**src/hdl/hmps_pkg.sv**
```systemverilog
// package of the host address, serial prom and self-test register group
// assumes a 40 MHz pclk and an apb master with 32-bit data
package hmps_pkg;

	// register indices; the apb byte address is four times the index
	localparam logic [5:0] IDX_ADDR_LO  = 6'h10; // host_address_low_word
	localparam logic [5:0] IDX_ADDR_MID = 6'h12; // host_address_middle_word
	localparam logic [5:0] IDX_ADDR_HI  = 6'h14; // host_address_high_word
	localparam logic [5:0] IDX_BUS_CTL  = 6'h20; // bus_clock_and_drive_control
	localparam logic [5:0] IDX_PROM_CTL = 6'h22; // serial_prom_control
	localparam logic [5:0] IDX_SELFTEST = 6'h24; // memory_selftest_info
	localparam logic [5:0] IDX_IRQ_STAT = 6'h30; // sticky event status, w1c
	localparam logic [5:0] IDX_IRQ_MASK = 6'h32; // event enable mask

	// bus_clock_and_drive_control fields
	localparam int BUS_DIV_LSB   = 0; // two-bit divider field
	localparam int BUS_SRC_BIT   = 2; // clock source select
	localparam int BUS_DRIVE_BIT = 6; // pad drive strength
	localparam logic [1:0] BUS_DIV_RST = 2'h0;

	// serial_prom_control fields
	localparam int PROM_CS_BIT  = 0; // select pin control
	localparam int PROM_SK_BIT  = 1; // clock pin control
	localparam int PROM_DO_BIT  = 2; // data out control
	localparam int PROM_DI_BIT  = 3; // data pin level
	localparam int PROM_EN_BIT  = 4; // software access enable
	localparam int PROM_DIR_BIT = 5; // software direction
	localparam logic [2:0] PROM_PINS_RST = 3'h0;

	// memory_selftest_info fields
	localparam int TX_CNT_LSB   = 8;
	localparam int TX_FAIL_BIT  = 11;
	localparam int TX_DONE_BIT  = 12;
	localparam int RX_CNT_LSB   = 0;
	localparam int RX_FAIL_BIT  = 3;
	localparam int RX_DONE_BIT  = 4;

	// interrupt status bits
	localparam int EV_LOAD = 0; // address load from prom finished
	localparam int EV_TX   = 1; // tx self-test finished
	localparam int EV_RX   = 2; // rx self-test finished
	localparam int EV_FAIL = 3; // any self-test failed
	localparam int EV_N    = 4;

	// prom read sequence
	localparam logic [5:0] PROM_FIRST_WORD = 6'h01;
	localparam logic [1:0] PROM_LAST_SLOT  = 2'h3;
	localparam logic [2:0] PROM_READ_OP    = 3'h6; // start bit + read op
	localparam logic [4:0] PROM_CMD_BITS   = 5'h09;
	localparam logic [4:0] PROM_LAST_BIT   = 5'h18; // 9 command + 16 data
	localparam int PROM_HALF_NS = 1000; // least half period of the clock
	localparam int PCLK_NS      = 25;
	localparam int PROM_HALF_CYC = (PROM_HALF_NS + PCLK_NS - 1) / PCLK_NS;
	localparam logic [1:0] STRAP_SETTLE = 2'h3; // cycles before strap latch

	localparam logic [15:0] ADDR_WORD_RST = 16'h0000;

	typedef enum logic [1:0] {
		ST_STRAP,
		ST_GAP,
		ST_SHIFT,
		ST_DONE
	} hmps_state_t;

endpackage : hmps_pkg

```
**src/hdl/hmps_regs.sv**
```systemverilog
// host address, serial prom access and memory self-test registers
// assumes an apb master on pclk and a self-test engine on the same clock;
// the prom data pin is asynchronous and passes two flip-flops first
`timescale 1ns/100ps
`default_nettype none

// Operation
// - after reset, load address from prom word 1
// - prom words 1,2,3 go to low, middle, high
// - software address writes never touch the prom
// - three 16-bit read/write address words
// - clock source bit resets to 0, 125MHz
// - divider field 00,01,10 divide by 1,2,3
// - drive strength bit resets low drive
// - access bit enables direct software pin control
// - write-only direction bit, 0 read 1 write
// - data pin level read without latching
// - bits 2..0 drive data, clock, select pins
// - tx self-test done bit set on completion
// - tx fail bit and fail count reported
// - rx done, fail and count reported
// - prom presence from data pin at reset
module hmps_regs #(
	parameter int unsigned HALF_CYC  = hmps_pkg::PROM_HALF_CYC,
	parameter int unsigned PADDR_W   = 8
) (
	input  wire logic               pclk,
	input  wire logic               presetn,
	input  wire logic               psel,
	input  wire logic               penable,
	input  wire logic               pwrite,
	input  wire logic [PADDR_W-1:0] paddr,
	input  wire logic [31:0]        pwdata,
	output logic      [31:0]        prdata,
	output logic                    pready,
	output logic                    pslverr,
	input  wire logic               prom_data_pin_i,
	output logic                    prom_data_pin_o,
	output logic                    prom_data_pin_oe,
	output logic                    prom_clock_pin,
	output logic                    prom_select_pin,
	output logic                    bus_clk_src_sel,
	output logic      [1:0]         bus_clk_ratio,
	output logic                    drive_strength_high,
	output logic                    prom_present,
	output logic                    irq,
	input  wire logic               tx_bist_done,
	input  wire logic               tx_bist_fail,
	input  wire logic [2:0]         tx_bist_fail_count,
	input  wire logic               rx_bist_done,
	input  wire logic               rx_bist_fail,
	input  wire logic [2:0]         rx_bist_fail_count
);

	// divider code to ratio; the reserved code falls back to divide by 1
	function automatic logic [1:0] div_ratio(input logic [1:0] code);
		div_ratio = (code == 2'h3) ? 2'h1 : code + 2'h1;
	endfunction : div_ratio

	// register index match on an aligned word address
	function automatic logic hit(input logic [PADDR_W-1:0] a,
		input logic [5:0] idx);
		hit = (a[1:0] == 2'h0) && (a[PADDR_W-1:2] == idx);
	endfunction : hit

	// apb handshake and decode
	logic               pready_q;        // one wait state, then ready
	logic [31:0]        prdata_q;        // captured read word
	logic               pslverr_q;       // unmapped address answer
	wire                acc_first = psel & penable & ~pready_q;
	wire                acc_done  = psel & penable & pready_q;
	wire                wr_done   = acc_done & pwrite;
	wire                sel_lo    = hit(paddr, hmps_pkg::IDX_ADDR_LO);
	wire                sel_mid   = hit(paddr, hmps_pkg::IDX_ADDR_MID);
	wire                sel_hi    = hit(paddr, hmps_pkg::IDX_ADDR_HI);
	wire                sel_bus   = hit(paddr, hmps_pkg::IDX_BUS_CTL);
	wire                sel_prom  = hit(paddr, hmps_pkg::IDX_PROM_CTL);
	wire                sel_test  = hit(paddr, hmps_pkg::IDX_SELFTEST);
	wire                sel_stat  = hit(paddr, hmps_pkg::IDX_IRQ_STAT);
	wire                sel_mask  = hit(paddr, hmps_pkg::IDX_IRQ_MASK);
	wire                sel_any   = sel_lo | sel_mid | sel_hi | sel_bus |
		sel_prom | sel_test | sel_stat | sel_mask;

	// register storage
	localparam int EV_N_W = hmps_pkg::EV_N;
	logic [15:0]        addr_lo_q;       // host address bytes 2,1
	logic [15:0]        addr_mid_q;      // host address bytes 4,3
	logic [15:0]        addr_hi_q;       // host address bytes 6,5
	logic [1:0]         bus_div_q;       // divider code
	logic               bus_src_q;       // source select, stored as written
	logic               drive_q;         // pad drive select
	logic [2:0]         sw_pins_q;       // software data, clock, select
	logic               sw_en_q;         // software access enable
	logic               sw_dir_q;        // software direction, write only
	logic [EV_N_W-1:0]  irq_stat_q;      // sticky events
	logic [EV_N_W-1:0]  irq_mask_q;      // event enables
	logic [1:0]         ratio_q;         // divide ratio output flop

	// self-test result holders
	logic               tx_done_q;
	logic               tx_fail_q;
	logic [2:0]         tx_cnt_q;
	logic               rx_done_q;
	logic               rx_fail_q;
	logic [2:0]         rx_cnt_q;

	// data pin synchroniser; only din_q2 is read by logic
	logic               din_q1;
	logic               din_q2;

	// prom load engine
	hmps_pkg::hmps_state_t state_q;
	logic               present_q;       // strap caught after reset
	logic [1:0]         settle_q;        // strap settle counter
	logic [1:0]         slot_q;          // address word slot 1..3
	logic [4:0]         bit_q;           // bit within a read frame
	logic               phase_q;         // clock pin phase, 1 = high
	logic [15:0]        half_q;          // cycles left in this half
	logic [8:0]         cmd_q;           // command bits shifting out
	logic [15:0]        shin_q;          // data bits shifting in

	// pin and misc output flops
	logic               pin_do_q;
	logic               pin_oe_q;
	logic               pin_sk_q;
	logic               pin_cs_q;
	logic               irq_q;

	// load engine step conditions
	wire                half_end  = (half_q == 16'h0000);
	wire                bit_end   = (state_q == hmps_pkg::ST_SHIFT) &
		half_end & phase_q;
	wire                frame_end = bit_end & (bit_q == hmps_pkg::PROM_LAST_BIT);
	wire                word_in   = bit_end & (bit_q >= hmps_pkg::PROM_CMD_BITS);
	wire [15:0]         word_val  = {shin_q[14:0], din_q2};
	wire                load_busy = (state_q != hmps_pkg::ST_DONE);
	wire                store_lo  = frame_end & (slot_q == 2'h1);
	wire                store_mid = frame_end & (slot_q == 2'h2);
	wire                store_hi  = frame_end & (slot_q == 2'h3);
	wire [15:0]         half_rst  = 16'(HALF_CYC - 1);

	// pin ownership: engine while loading, then software when enabled
	wire                eng_on    = (state_q == hmps_pkg::ST_SHIFT);
	wire                sw_on     = ~load_busy & sw_en_q;
	wire                do_d      = eng_on ? cmd_q[8] :
		(sw_on & sw_pins_q[hmps_pkg::PROM_DO_BIT]);
	wire                oe_d      = eng_on ? (bit_q < hmps_pkg::PROM_CMD_BITS) :
		(sw_on & sw_dir_q);
	wire                sk_d      = eng_on ? phase_q :
		(sw_on & sw_pins_q[hmps_pkg::PROM_SK_BIT]);
	wire                cs_d      = eng_on |
		(sw_on & sw_pins_q[hmps_pkg::PROM_CS_BIT]);

	// self-test events, seen as the rise of each held done flag
	wire                tx_ev     = tx_bist_done & ~tx_done_q;
	wire                rx_ev     = rx_bist_done & ~rx_done_q;
	wire                fail_ev   = (tx_ev & tx_bist_fail) | (rx_ev & rx_bist_fail);
	wire [EV_N_W-1:0]   ev_set    = {fail_ev, rx_ev, tx_ev, store_hi};
	wire [EV_N_W-1:0]   ev_clr    = (wr_done & sel_stat) ?
		pwdata[EV_N_W-1:0] : '0;
	wire [EV_N_W-1:0]   stat_d    = ev_set | (irq_stat_q & ~ev_clr);

	// read words; reserved and write-only bits read zero
	wire [15:0]         rd_bus    = {9'h000, drive_q, 3'h0, bus_src_q, bus_div_q};
	wire [15:0]         rd_prom   = {10'h000, 1'b0, sw_en_q, din_q2, sw_pins_q};
	wire [15:0]         rd_test   = {3'h0, tx_done_q, tx_fail_q, tx_cnt_q,
		3'h0, rx_done_q, rx_fail_q, rx_cnt_q};
	wire [15:0]         rd_word   =
		sel_lo   ? addr_lo_q  :
		sel_mid  ? addr_mid_q :
		sel_hi   ? addr_hi_q  :
		sel_bus  ? rd_bus     :
		sel_prom ? rd_prom    :
		sel_test ? rd_test    :
		sel_stat ? {12'h000, irq_stat_q} :
		sel_mask ? {12'h000, irq_mask_q} : 16'h0000;

	// apb answer: ready one cycle into the access phase
	always_ff @(posedge pclk or negedge presetn) begin
		if (!presetn) begin
			pready_q  <= 1'b0;
			prdata_q  <= 32'h0000_0000;
			pslverr_q <= 1'b0;
		end else begin
			pready_q  <= acc_first;
			pslverr_q <= acc_first & ~sel_any;
			// read data captured before ready so it comes from a flop
			if (acc_first & ~pwrite) begin
				prdata_q <= {16'h0000, rd_word};
			end
		end
	end

	// host address words: prom load and software writes, prom never written
	always_ff @(posedge pclk or negedge presetn) begin
		if (!presetn) begin
			addr_lo_q  <= hmps_pkg::ADDR_WORD_RST;
			addr_mid_q <= hmps_pkg::ADDR_WORD_RST;
			addr_hi_q  <= hmps_pkg::ADDR_WORD_RST;
		end else begin
			if (store_lo) begin
				addr_lo_q <= word_val;
			end else if (wr_done & sel_lo) begin
				addr_lo_q <= pwdata[15:0];
			end
			if (store_mid) begin
				addr_mid_q <= word_val;
			end else if (wr_done & sel_mid) begin
				addr_mid_q <= pwdata[15:0];
			end
			if (store_hi) begin
				addr_hi_q <= word_val;
			end else if (wr_done & sel_hi) begin
				addr_hi_q <= pwdata[15:0];
			end
		end
	end

	// bus clock and drive control; reserved bits are not stored
	always_ff @(posedge pclk or negedge presetn) begin
		if (!presetn) begin
			bus_div_q <= hmps_pkg::BUS_DIV_RST;
			bus_src_q <= 1'b0;
			drive_q   <= 1'b0;
		end else if (wr_done & sel_bus) begin
			bus_div_q <= pwdata[hmps_pkg::BUS_DIV_LSB +: 2];
			bus_src_q <= pwdata[hmps_pkg::BUS_SRC_BIT];
			drive_q   <= pwdata[hmps_pkg::BUS_DRIVE_BIT];
		end
	end

	// software prom control bits
	always_ff @(posedge pclk or negedge presetn) begin
		if (!presetn) begin
			sw_pins_q <= hmps_pkg::PROM_PINS_RST;
			sw_en_q   <= 1'b0;
			sw_dir_q  <= 1'b0;
		end else if (wr_done & sel_prom) begin
			sw_pins_q <= pwdata[2:0];
			sw_en_q   <= pwdata[hmps_pkg::PROM_EN_BIT];
			sw_dir_q  <= pwdata[hmps_pkg::PROM_DIR_BIT];
		end
	end

	// self-test results held until the next reset
	always_ff @(posedge pclk or negedge presetn) begin
		if (!presetn) begin
			tx_done_q <= 1'b0;
			tx_fail_q <= 1'b0;
			tx_cnt_q  <= 3'h0;
			rx_done_q <= 1'b0;
			rx_fail_q <= 1'b0;
			rx_cnt_q  <= 3'h0;
		end else begin
			// fail and count only follow the done flag, so they read zero before
			if (tx_ev) begin
				tx_done_q <= 1'b1;
				tx_fail_q <= tx_bist_fail;
				tx_cnt_q  <= tx_bist_fail_count;
			end
			if (rx_ev) begin
				rx_done_q <= 1'b1;
				rx_fail_q <= rx_bist_fail;
				rx_cnt_q  <= rx_bist_fail_count;
			end
		end
	end

	// interrupt status and mask; a new event beats a same-cycle clear
	always_ff @(posedge pclk or negedge presetn) begin
		if (!presetn) begin
			irq_stat_q <= '0;
			irq_mask_q <= '0;
			irq_q      <= 1'b0;
		end else begin
			irq_stat_q <= stat_d;
			if (wr_done & sel_mask) begin
				irq_mask_q <= pwdata[EV_N_W-1:0];
			end
			irq_q <= |(stat_d & irq_mask_q);
		end
	end

	// two-flop synchroniser on the prom data pin
	always_ff @(posedge pclk or negedge presetn) begin
		if (!presetn) begin
			din_q1 <= 1'b0;
			din_q2 <= 1'b0;
		end else begin
			din_q1 <= prom_data_pin_i;
			din_q2 <= din_q1;
		end
	end

	// load engine: strap wait, then three read frames if a prom is present, then idle
	always_ff @(posedge pclk or negedge presetn) begin
		if (!presetn) begin
			state_q   <= hmps_pkg::ST_STRAP;
			present_q <= 1'b0;
			settle_q  <= 2'h0;
			slot_q    <= 2'h1;
			bit_q     <= 5'h00;
			phase_q   <= 1'b0;
			half_q    <= 16'h0000;
			cmd_q     <= 9'h000;
			shin_q    <= 16'h0000;
		end else begin
			case (state_q)
				hmps_pkg::ST_STRAP: begin
					// the pin is undriven here, so its pull shows presence
					settle_q <= settle_q + 2'h1;
					if (settle_q == hmps_pkg::STRAP_SETTLE) begin
						present_q <= din_q2;
						state_q   <= din_q2 ? hmps_pkg::ST_GAP :
							hmps_pkg::ST_DONE;
					end
				end
				hmps_pkg::ST_GAP: begin
					// select low for one half period between frames
					if (half_end) begin
						state_q <= hmps_pkg::ST_SHIFT;
						half_q  <= half_rst;
						bit_q   <= 5'h00;
						phase_q <= 1'b0;
						cmd_q   <= {hmps_pkg::PROM_READ_OP,
							hmps_pkg::PROM_FIRST_WORD + 6'(slot_q) - 6'h01};
					end else begin
						half_q <= half_q - 16'h0001;
					end
				end
				hmps_pkg::ST_SHIFT: begin
					if (!half_end) begin
						half_q <= half_q - 16'h0001;
					end else begin
						half_q  <= half_rst;
						phase_q <= ~phase_q;
						if (phase_q) begin
							// bit finishes at the falling edge of the clock pin
							bit_q <= bit_q + 5'h01;
							cmd_q <= {cmd_q[7:0], 1'b0};
							if (word_in) begin
								shin_q <= word_val;
							end
							if (frame_end) begin
								slot_q  <= slot_q + 2'h1;
								state_q <= (slot_q == hmps_pkg::PROM_LAST_SLOT) ?
									hmps_pkg::ST_DONE : hmps_pkg::ST_GAP;
							end
						end
					end
				end
				default: begin
					state_q <= hmps_pkg::ST_DONE;
				end
			endcase
		end
	end

	// registered prom pins: data, enable, clock and select
	always_ff @(posedge pclk or negedge presetn) begin
		if (!presetn) begin
			pin_do_q <= 1'b0;
			pin_oe_q <= 1'b0;
			pin_sk_q <= 1'b0;
			pin_cs_q <= 1'b0;
		end else begin
			pin_do_q <= do_d;
			pin_oe_q <= oe_d;
			pin_sk_q <= sk_d;
			pin_cs_q <= cs_d;
		end
	end

	// outputs: each comes from a flop except bus_clk_src_sel, tied to 0
	assign prdata              = prdata_q;
	assign pready              = pready_q;
	assign pslverr             = pslverr_q;
	assign prom_data_pin_o     = pin_do_q;
	assign prom_data_pin_oe    = pin_oe_q;
	assign prom_clock_pin      = pin_sk_q;
	assign prom_select_pin     = pin_cs_q;
	// only the 125MHz source exists, so the reserved select never leaves
	assign bus_clk_src_sel     = 1'b0;
	assign drive_strength_high = drive_q;
	assign prom_present        = present_q;
	assign irq                 = irq_q;
	assign bus_clk_ratio       = ratio_q;

	// divide ratio kept in a flop so the output is registered
	always_ff @(posedge pclk or negedge presetn) begin
		if (!presetn) begin
			ratio_q <= 2'h1;
		end else begin
			ratio_q <= div_ratio(bus_div_q);
		end
	end

endmodule : hmps_regs

`default_nettype wire

```
**config.mk**
```make
export PLATFORM = sky130hd
export DESIGN_NAME = hmps_regs
export DESIGN_NICKNAME = d
export VERILOG_FILES = /design/src/hdl/hmps_pkg.sv /design/src/hdl/hmps_regs.sv
export SDC_FILE = /design/constraint.sdc
export NUM_CORES = 1
export LEC_CHECK = 0
export ABC_AREA = 0
export ABC_CLOCK_PERIOD_IN_PS = 2900
export BUFFER_PORTS_ARGS = -buffer_cell sky130_fd_sc_hd__clkbuf_2
export CAP_MARGIN = 0
export CORE_UTILIZATION = 44
export CTS_BUF_LIST = sky130_fd_sc_hd__clkbuf_4
export DETAILED_ROUTE_END_ITERATION = 7
export GPL_TIMING_DRIVEN = 0
export PLACE_DENSITY_LB_ADDON = 0.25
export SYNTH_ARGS = -nofsm -noshare
export SYNTH_HDL_FRONTEND = slang
export SYNTH_SLANG_ARGS = --single-unit
```
**constraint.sdc**
```tcl
create_clock -name pclk -period 2.9 [get_ports pclk]
set_input_delay 0.58 -clock pclk [delete_from_list [all_inputs] [get_ports pclk]]
set_output_delay 0.58 -clock pclk [all_outputs]
set_load 0.1 [all_outputs]
```
### Word level (Yosys, flattened, before mapping)

Cells that the tools add are included.

| word-level totals | value |
|---|---|
| input bits | 56 |
| logic and storage cells | 179 |
| flip-flop bits (word level) | 155 |

| operators by class | value |
|---|---|
| add/sub/neg operators | 7 |
| bitwise logic cells | 49 |
| multiplexer cells | 39 |
| order comparisons | 2 |
| reduce and logical (&&, ||, !) cells | 23 |
| equality and inequality tests | 22 |

Operators by type and width:

| kind | count |
|---|---|
| 2-to-1 mux 16 bit | 10 |
| 2-to-1 mux 13 bit | 3 |
| equality test 6 bit (second input constant) | 5 |
| bitwise AND 1 bit | 29 |
| 2-to-1 mux 9 bit | 3 |
| equality test 6 x 5 -> 1 bit (second input constant) | 3 |
| one-hot mux 9 bit (2 select lines) | 1 |
| zero test 16 bit | 1 |
| 2-to-1 mux 2 bit | 8 |
| subtractor 16 x 1 -> 16 bit (second input constant) | 1 |
| 2-to-1 mux 5 bit | 3 |
| 2-to-1 mux 4 bit | 3 |
| != test 2 bit (second input constant) | 6 |
| AND reduction 4 bit | 3 |
| equality test 2 bit (second input constant) | 5 |
| one-hot mux 5 bit (2 select lines) | 1 |
| bitwise OR 1 bit | 9 |
| bitwise AND 4 bit | 2 |
| logical AND 1 bit | 8 |
| nonzero test 2 bit | 4 |
| inverter 1 bit | 7 |
| adder 2 x 1 -> 2 bit (second input constant) | 3 |
| one-hot mux 2 bit (3 select lines) | 1 |
| adder 5 x 1 -> 5 bit (second input constant) | 1 |
| 16 further kinds | 22 |

### Depth between registers and ports, before layout

Gate-level depths: netlist (run 1).

| depth | value |
|---|---|
| word-level depth | 11 |
| depth in mapped cells | 9 |
| gate-level depth less buffers | 7 |

### Worst setup path before layout (run 1)

Ideal clock, no wire load.

| timing | value |
|---|---|
| path kind | reg-to-reg |
| from | register pready_q, in the netlist pready |
| to | register addr_lo_q[1] |
| data required time | 2.763 ns |
| cell stages (with the launch flop) | 7 |
| setup slack | 0.520 ns |
| period minus slack after synthesis | 2.380 ns |
| arrival time | 2.243 ns |
| path through | dfrtp_1 and4_1 buf_2 nand3_2 buf_1 mux2i_1 a21oi_1 |

| on the way | value |
|---|---|
| longest elaborated chain between the ends | 4 |

RTL lines:

| what | line | source |
|---|---|---|
| start: declaration | hmps_regs.sv:67 | `logic pready_q;` |
| start signal: assignment | hmps_regs.sv:185 | `pready_q <= acc_first;` |
| bitwise AND 1 bit | hmps_regs.sv:71 | `wire acc_done = psel & penable & pready_q;` |
| bitwise AND 1 bit | hmps_regs.sv:72 | `wire wr_done = acc_done & pwrite;` |
| bitwise AND 1 bit | hmps_regs.sv:203 | `end else if (wr_done & sel_lo) begin` |
| nonzero test 2 bit (no source line) | - |  |
| end signal: assignment | hmps_regs.sv:197 | `addr_lo_q <= hmps_pkg::ADDR_WORD_RST;` |
| end signal: assignment | hmps_regs.sv:202 | `addr_lo_q <= word_val;` |
| end signal: assignment | hmps_regs.sv:204 | `addr_lo_q <= pwdata[15:0];` |
| end: declaration | hmps_regs.sv:86 | `logic [15:0] addr_lo_q;` |

Every way passes these cells.
A chain may end at the register's enable or synchronous reset.

### Final worst setup path (run 1)

| timing | value |
|---|---|
| from | register half_q[3] |
| to | register shin_q[10] |

| on the way | value |
|---|---|
| longest elaborated chain between the ends | 5 |

RTL lines:

| what | line | source |
|---|---|---|
| start: declaration | hmps_regs.sv:118 | `logic [15:0] half_q;` |
| start signal: assignment | hmps_regs.sv:322 | `half_q <= half_rst;` |
| start signal: assignment | hmps_regs.sv:328 | `half_q <= half_q - 16'h0001;` |
| start signal: assignment | hmps_regs.sv:333 | `half_q <= half_q - 16'h0001;` |
| zero test 16 bit (*) | hmps_regs.sv:130 | `wire half_end = (half_q == 16'h0000);` |
| bitwise AND 1 bit | hmps_regs.sv:131 | `wire bit_end = (state_q == hmps_pkg::ST_SHIFT) &` |
| bitwise AND 1 bit | hmps_regs.sv:132 | `half_end & phase_q;` |
| bitwise AND 1 bit | hmps_regs.sv:134 | `wire word_in = bit_end & (bit_q >= hmps_pkg::PROM_CMD_BITS);` |
| AND reduction 4 bit (no source line) (*) | - |  |
| end signal: assignment | hmps_regs.sv:342 | `shin_q <= word_val;` |
| end: declaration | hmps_regs.sv:120 | `logic [15:0] shin_q;` |

Every way passes the cells marked *; elsewhere a longest branch is shown, timed or not.

==> metrics.md, run 1 <==
| Metric | Value |
|---|---|
| Horiz. Die Dim | about 130 um |
| Wire length on met2 | 9.01 mm |
| EDFF count, synth | 0 |
| Mux contribution to synthesized area | 0.134 |
| Cell Int Power | 0.00347 W |
| Global route overflow | 0 |
| DR WL/cell | roughly 18 um |
| Clock Tree Root | clkbuf_4 |
| Lkg Pwr | 4.23 nW |
| Reg2reg path depth | 6 |
| CP Max Fanout | 10 |
| Remaining routing DRC violations | 0 |
| Die Y | 134 um |
| Switching power | approximately 0.0020 W |
| Predominant post-synthesis flop cell | dfrtp_1 |
| Final instance area | 8700 um2 |
| Vias | ~5900 |
| Reg power frac | 0.469 |
| Power Total | 0.00546 W |
| Crit. End Element | flip-flop |
| CP required | between 3000 and 4000 ps |
| Inserted Clock Buffers | 17 |
| Worst Path Arrival | approximately 3000 ps |
| DRT Pass-1 Iters | 5 |
| Final antenna-violating net count | 0 |
| Most frequent cells after synthesis | dfrtp_1 (153), nor2_1 (74), a21oi_1 (69), mux2i_1 (55), mux2_2 (41) |
| Post-CTS Setup Bufs | 0 |
| Die area | 18000 um2 |
| Nets | approximately 890 |
| Fillers | around 1500 |
| Area Growth Syn to Fin | 13.3% |
| Pin count of the biggest net entering global routing | 87 |
| Mapped cell area | 7680 um2 |
| Setup violators final | 0 |
| Unrepaired setup endpoints after global routing | no |
| Area contributors post-synth | dfrtp_1 (50%), mux2i_1 (7.2%), mux2_2 (6.0%) |
| CTS resizes | 0 |
| Max-Cap Viols | 0 |
| R2R Path End | shin_q[10]$_DFFE_PN0P_ |
| Dpl cell area | 8380 um2 |
| Max Used Layer | met4 |
| Crit path kind | flip-flop to flip-flop |
| Post-synthesis average cell area | approximately 11 um2 |
| Top-count cell post-synth | dfrtp_1 |
| Flop2flop setup slack | between 300 and 400 ps |
| Worst Setup EP | shin_q[10]$_DFFE_PN0P_ |
| Slew Viols, Final | 0 |
| Worst-Skew Late Latency | ~540 ps |
| Combinational family with the most area after synthesis | simple AND/OR/NAND/NOR gates |
| Post-synthesis cell type count | 64 |
| Async set-reset flop share out of synthesis | 1.00 |
| Period utilization | 0.883 |
| All-Layer GR Usage | 0.221 |
| Initial antenna violation count | 2 |
| Adder-cell share of the synthesized area | 0.0261 |
| Post-Route Skew | ~19 ps |
| Dominant cell type by area after synthesis | dfrtp_1 |
| Sink Count | between 150 and 200 |
| Port Buf Inserts | 65 |
| Hold_buf cts | 0 |
| Clk pwr share | 0.269 |
| Clk pin slew, worst setup/hold paths | around 120 ps |
| DRT met1 WL | approximately 8.4 mm |
| FMAX | 391 MHz |
| Synth Area in Compound Gates | 0.133 |
| Slew @ Worst Pin | a little under 900 ps |
| FF-to-FF Start | half_q[3]$_DFFE_PN0P_ |
| Power Dens Cells | 628 nW/um2 |
| First-pass GRT wire length | between 30 and 40 mm |
| Core region area | between 15000 and 20000 um2 |
| Switching Fraction | 0.364 |
| CTS tree | done |
| Status | completed |
| Worst setup path startpoint | half_q[3]$_DFFE_PN0P_ |
| Tmin final | approximately 2600 ps |
| Crit start category | flip-flop |
| Total wire length | 18.8 mm |
| Post-synth top area share | 0.498 |
| Vias per cell | 5.60 |
| Normalized max-slew margin | 0.405 |
| Row count | 47 |
| Worst min-delay path class | primary input to async pin |
| YS warnings | 0 |
| Hold Fails Final Rpt | 0 |
| Vias in the first global route | just under 6000 |
| Area share of and/or/nand/nor cells after synthesis | 0.147 |
| IO Count | 100 |
| Layout cells sized above 1 | 0.226 |
| Routed met3 length | slightly below 1 mm |
| DP HPWL | ~14 mm |
| RD Place Congestion | between 0.8 and 0.9 |
| FF+latch count, synth | 155 |
| Longest Clk Path Bufs | 2 |
| Combinational power share | 0.263 |
| Gate Count Post-Synth | about 720 |
| Xor/xnor cell area share of the yosys netlist | 0.00684 |
| Register area share after synthesis | 0.505 |
| Peak supply drop | 0.423 mV |
| Initial core utilization | 0.457 |
| Htree depth | 4 |
| Initial DRC count | between 400 and 500 |
## per-stage QoR
step	std cells	setup WS [ps]	hold slack, ps	utilization	setup TNS [ps]
after CTS	1055	363	21.5	0.517	0
final	1056	340	25.4	0.518	0
after floorplan	737	520	284	-	0
after detailed placement	1023	189	335	0.498	0
after global routing	1056	137	25.3	0.518	0
after global placement	1022	-1370	362	0.496	-208200
## area by class of cell
| cell class | instances | area, um2 | share of cell area |
|---|---|---|---|
| Timing Repair Buffer | 66 | 362 | 0.0415 |
| Clock inverter | 12 | 171 | 0.0197 |
| Buffer | 50 | 288 | 0.0331 |
| Inverter | 21 | 78.8 | 0.00906 |
| Sequential cell | 155 | 3880 | 0.446 |
| Tap cell | 220 | 275 | 0.0316 |
| Multi-Input combinational cell | 511 | 3500 | 0.402 |
| Clock buffer | 20 | 150 | 0.0172 |
| Antenna cell | 1 | 2.50 | 0.000287 |
## metal layers
| metal | track usage | vias to the layer above |
|---|---|---|
| met5 | 0 | - |
| met4 | 0.0868 | 0 |
| met3 | 0.0401 | 31 |
| met2 | 0.354 | 193 |
| met1 | 0.297 | 2906 |
| li1 | - | 2785 |
## critical path, cell delays in order, from the launching register on
cell and delay (ps):
dfrtp_1 430, nor3_1 610, and4_1 330, nand3_1 170, a21oi_2 360, buf_6 210
mux2_2 340
## kinds of logic after synthesis
| logic type | Yosys count |
|---|---|
| adder cells (fa/ha/maj) | 16 |
| flip-flops | 155 |
| XOR/XNOR | 6 |
| buffers and inverters | 71 |
| multiplexers | 97 |
| AND/OR/NAND/NOR | 211 |
| AO/OA/AOI/OAI | 164 |
| other | 1 |
## worst min-delay path by stage
stage | start | to | slack [ps]
floorplan | presetn | addr_hi_q[0]$_DFFE_PN0P_ | 280
global placement | din_q1$_DFF_PN0_ | din_q2$_DFF_PN0_ | 360
detailed placement | din_q1$_DFF_PN0_ | din_q2$_DFF_PN0_ | 330
CTS | presetn | prdata[8]$_DFFE_PN0P_ | 20
global route | presetn | shin_q[8]$_DFFE_PN0P_ | 30
finish | presetn | shin_q[8]$_DFFE_PN0P_ | 30
## placed cells by master (no fill, tap or decap), types with 5 or more instances in the layout
master and instances:
o21ai_0 34, clkbuf_1 15, mux2i_1 55, a222oi_1 5, inv_1 21, a221o_1 7, or3_1 5, mux2_2 41
buf_2 11, a22o_1 9, nand2_1 40, ha_1 16, nor3_1 20, o31ai_1 6, buf_4 19, conb_1 17
dfrtp_1 153, clkbuf_4 20, a211oi_1 6, and3_1 7, nand4_1 6, nand3_1 13, clkbuf_2 64, nor2b_1 8
nor2_1 74, a21oi_1 69, nor4_1 5
## registers in the layout, indices dropped and copies added (netlist names), 2 cells and up
signal	flops
addr_lo_q	16
rx_cnt_q	3
addr_mid_q	16
bit_q	5
half_q	16
sw_pins_q	3
cmd_q	9
shin_q	15
bus_clk_ratio	2
irq_stat_q	4
slot_q	2
irq_mask_q	4
addr_hi_q	16
state_q	2
settle_q	2
tx_cnt_q	3
bus_div_q	2
prdata	16
## power by group through the flow
stage               clock network [W]  registers, W  logic, W
floorplan                           0       0.00285  0.000796
global placement                    0       0.00257   0.00138
detailed placement                  0       0.00259   0.00143
CTS                           0.00151       0.00255   0.00144
global route                  0.00159       0.00259   0.00157
finish                        0.00147       0.00256   0.00144
No activity file was read; power rests on OpenSTA's default activity.
==> inputs of run 2 (changes only) <==
Settings changed: ABC_AREA 0 to 1, RECOVER_POWER set to 100.
==> run 2 against run 1 <==
Net effect: register-to-register slack improved by 160 ps; die area grew 1.4%; hold slack gained 88 ps; fmax grew 1.2%; combinational power up 8%; largest power group unchanged.
==> metrics.md, run 2 <==
| Metric | Value |
|---|---|
| Commonest non-fill, non-tap cell in the layout | nand2_1 |
| Global route overflow | 0 (unchanged) |
| Max Used Layer | met4 |
| IO Count | 100 (unchanged) |
| Power Dens Cells | 633 nW/um2 (+0.86%) |
| Core region area | 17300 um2 (+2.8%) |
| Area occupied by multi-input gates | 3360 um2 (-3.8%) |
| Switching Fraction | 0.385 (+0.0210) |
| Crit start category | flip-flop |
| DP HPWL | 14.9 mm (+9.2%) |
| CP max stage delay | 850 ps (+240 ps) |
| Slack of the critical path | 372 ps (+31.2 ps) |
| Area Growth Syn to Fin | 11.4% |
| Gate Count Post-Synth | 953 (+32%) |
| DR WL/cell | 15.3 um (-14%) |
| Post-CTS Setup Bufs | 0 (unchanged) |
| Vias per cell | 5.18 (-7.5%) |
| Horiz. Die Dim | 135 um (+0.71%) |
| Clk pwr share | 0.253 (-0.016) |
| Delay-heaviest family, CP | buffers and inverters |
| Clock Tree Root | clkbuf_4 |
| Normalized max-slew margin | 0.210 (-0.195) |
| Longest Clk Path Bufs | 2 (unchanged) |
| Peak supply drop | 0.331 mV (-22%) |
| Clk pin slew, worst setup/hold paths | 120 ps (about the same) |
| Routed met3 length | 1.07 mm (+8.7%) |
| Slowest cell on the critical path | clkbuf_1 |
| Switching power | 0.00212 W (+6.5%) |
| Slew @ Worst Pin | 1190 ps (+305 ps) |
| Status | completed |
| Combinational power share | 0.282 (+0.019) |
| EDFF count, synth | 0 (unchanged) |
| Setup violators final | 0 (unchanged) |
| # placed instances | 1261 (+23%) |
| Critical Path Stages | 1 (-5) |
| Inserted Clock Buffers | 17 (unchanged) |
| Nets | 1128 (+26%) |
| FMAX | 396 MHz (+1.2%) |
| Hold Fails Final Rpt | 0 (unchanged) |
| DRT Pass-1 Iters | 6 (+1) |
| Post-synthesis average cell area | 8.18 um2 (-23%) |
| Crit path kind | flip-flop to primary output |
| Pin count of the biggest net entering global routing | 111 (+28%) |
| Final instance area | 8690 um2 (-0.20%) |
| Most frequent cells in the layout | nand2_1 (264), nand3_1 (201), dfrtp_1 (153), nor2_1 (68), inv_1 (62) |
| Fillers | 1740 (+13%) |
| Post-Route Skew | 20.7 ps (+1.95 ps) |
| Htree depth | 4 (unchanged) |
| CP cell instances | clkbuf_1 |
| Initial core utilization | 0.451 (-0.00619) |
| Final antenna-violating net count | 0 (unchanged) |
| Worst Path Arrival | 1950 ps (-1040 ps) |
| Util after Layout | 0.502 (-0.0153) |
| Initial antenna violation count | 1 (-1) |
| Top-count cell post-synth | nand2_1 |
| Pre-CTS WS | 583 ps (+394 ps) |
| Mapped cell area | 7790 um2 (+1.4%) |
| Cell Int Power | 0.00338 W (-2.7%) |
| Predominant post-synthesis flop cell | dfrtp_1 |
| Vias in the first global route | 5942 (+0.42%) |
| Unrepaired setup endpoints after global routing | no |
| Worst Path Buf+Inv | 1 (unchanged) |
| Dpl cell area | 8500 um2 (+1.5%) |
| Post-synth top area share | 0.491 (-0.00712) |
| Worst-Skew Late Latency | 570 ps (+30 ps) |
| Fin Setup TNS | 0 ps (unchanged) |
| Row count | 48 (+2.1%) |
| Initial DRC count | 594 (+22%) |
| Most frequent cells after synthesis | nand2_1 (263), nand3_1 (198), dfrtp_1 (153), nor2_1 (68), inv_1 (61) |
| Port Buf Inserts | 66 (+1.5%) |
| Crit. End Element | primary output |
| Remaining routing DRC violations | 0 (unchanged) |
| Dominant cell type by area after synthesis | dfrtp_1 |
| Area contributors post-synth | dfrtp_1 (49%), nand3_1 (13%), nand2_1 (13%) |
| CP Max Fanout | 1 (-9) |
| Wire length on met2 | 8.80 mm (-2.3%) |
| Layout cells sized above 1 | 0.120 (-0.106) |
| Period utilization | 0.872 (-0.0107) |
| Register area share after synthesis | 0.498 (-0.00722) |
| CTS tree | done |
| Post-synthesis cell type count | 42 (-34%) |
| RD Place Congestion | 0.857 (-0.14%) |
| All-Layer GR Usage | 0.227 (+0.00663) |
| Tmin final | 2530 ps (-31.2 ps) |
| Storage cell area | 3880 um2 (unchanged) |
| Async set-reset flop share out of synthesis | 1.00 (unchanged) |
| Worst hold path cell count | 1 |
| Reg2reg path depth | 10 (+4) |
| Lkg Pwr | 4.23 nW (-0.15%) |
| Total wire length | 19.8 mm (+5.3%) |
| Slew Viols, Final | 0 (unchanged) |
| Finished Layout Cells | 1294 (+23%) |
| Max-Cap Viols | 0 (unchanged) |
| Vias | 6708 (+13%) |
| YS warnings | 0 (unchanged) |
| CTS resizes | 0 (unchanged) |
| CP required | 2320 ps (-1010 ps) |
| Die Y | 135 um (+0.71%) |
| Worst min-delay path class | primary input to flip-flop |
| Sink Count | 155 (unchanged) |
| Reg power frac | 0.465 (-0.004) |
| DRT met1 WL | 9.78 mm (+16%) |
| FF+latch count, synth | 155 (unchanged) |
| Die area | 18300 um2 (+1.4%) |
| First-pass GRT wire length | 31.8 mm (+3.2%) |
run 2: what timing repair did:
| item | in CTS | in global routing |
|---|---|---|
| endpoints found under the hold margin | 44 | 0 |
| endpoints found under the setup margin | 0 | 0 |
| hold buffers | 1 | 0 |
run 2: stage by stage:
stage / total power [W] / hold slack, ps
after global routing: 0.00582 / 63.5
after CTS: 0.00558 / 52.0
after global placement: 0.00414 / 338
final: 0.00550 / 114
after floorplan: 0.00380 / 284
after detailed placement: 0.00418 / 342
run 2: logic make-up (layout without fill, tap and decap cells):
group / count (synthesis) / in the layout / share of synthesized area
other: 1 / 18 / 0.000481
adder cells (fa/ha/maj): 16 / 16 / 0.0257
AO/OA/AOI/OAI: 78 / 78 / 0.0539
flip-flops: 155 / 155 / 0.498
AND/OR/NAND/NOR: 573 / 573 / 0.335
multiplexers: 4 / 4 / 0.00578
buffers and inverters: 118 / 217 / 0.0724
XOR/XNOR: 8 / 8 / 0.00899
run 2: metal layers:
layer,up-vias,track usage
met5,-,0
met4,0,0.0574
met3,16,0.0541
met2,187,0.324
met1,3172,0.343
li1,3333,-
run 2: final timing paths:
kind | from | slack, ps | to
setup reg to reg | state_q[0]$_DFFE_PN0P_ | 500 | half_q[14]$_DFFE_PN0P_
setup / recovery | bus_clk_ratio[0]$_DFF_PN1_ | 370 | bus_clk_ratio[0]
max in group asynchronous | presetn | 570 | cmd_q[5]$_DFFE_PN0P_
hold reg to reg | din_q1$_DFF_PN0_ | 370 | din_q2$_DFF_PN0_
min in group asynchronous | presetn | 750 | tx_fail_q$_DFFE_PN0P_
hold / removal | prom_data_pin_i | 110 | din_q1$_DFF_PN0_
run 2: cell type report:
class	count	area share
Timing Repair Buffer	68	0.0363
Clock inverter	12	0.0170
Sequential cell	155	0.447
Buffer	45	0.0314
Inverter	73	0.0323
Multi-Input combinational cell	696	0.387
Antenna cell	1	0.000288
Tap cell	225	0.0324
Clock buffer	19	0.0164
run 2: power groups by stage:
stage	clock network, W	registers (W)	logic [W]
6_report	0.00139	0.00256	0.00155
5_1_grt	0.00151	0.00259	0.00172
4_1_cts	0.00143	0.00256	0.00159
3_5_place_dp	0	0.00260	0.00158
3_3_place_gp	0	0.00260	0.00154
2_1_floorplan	0	0.00290	0.000899
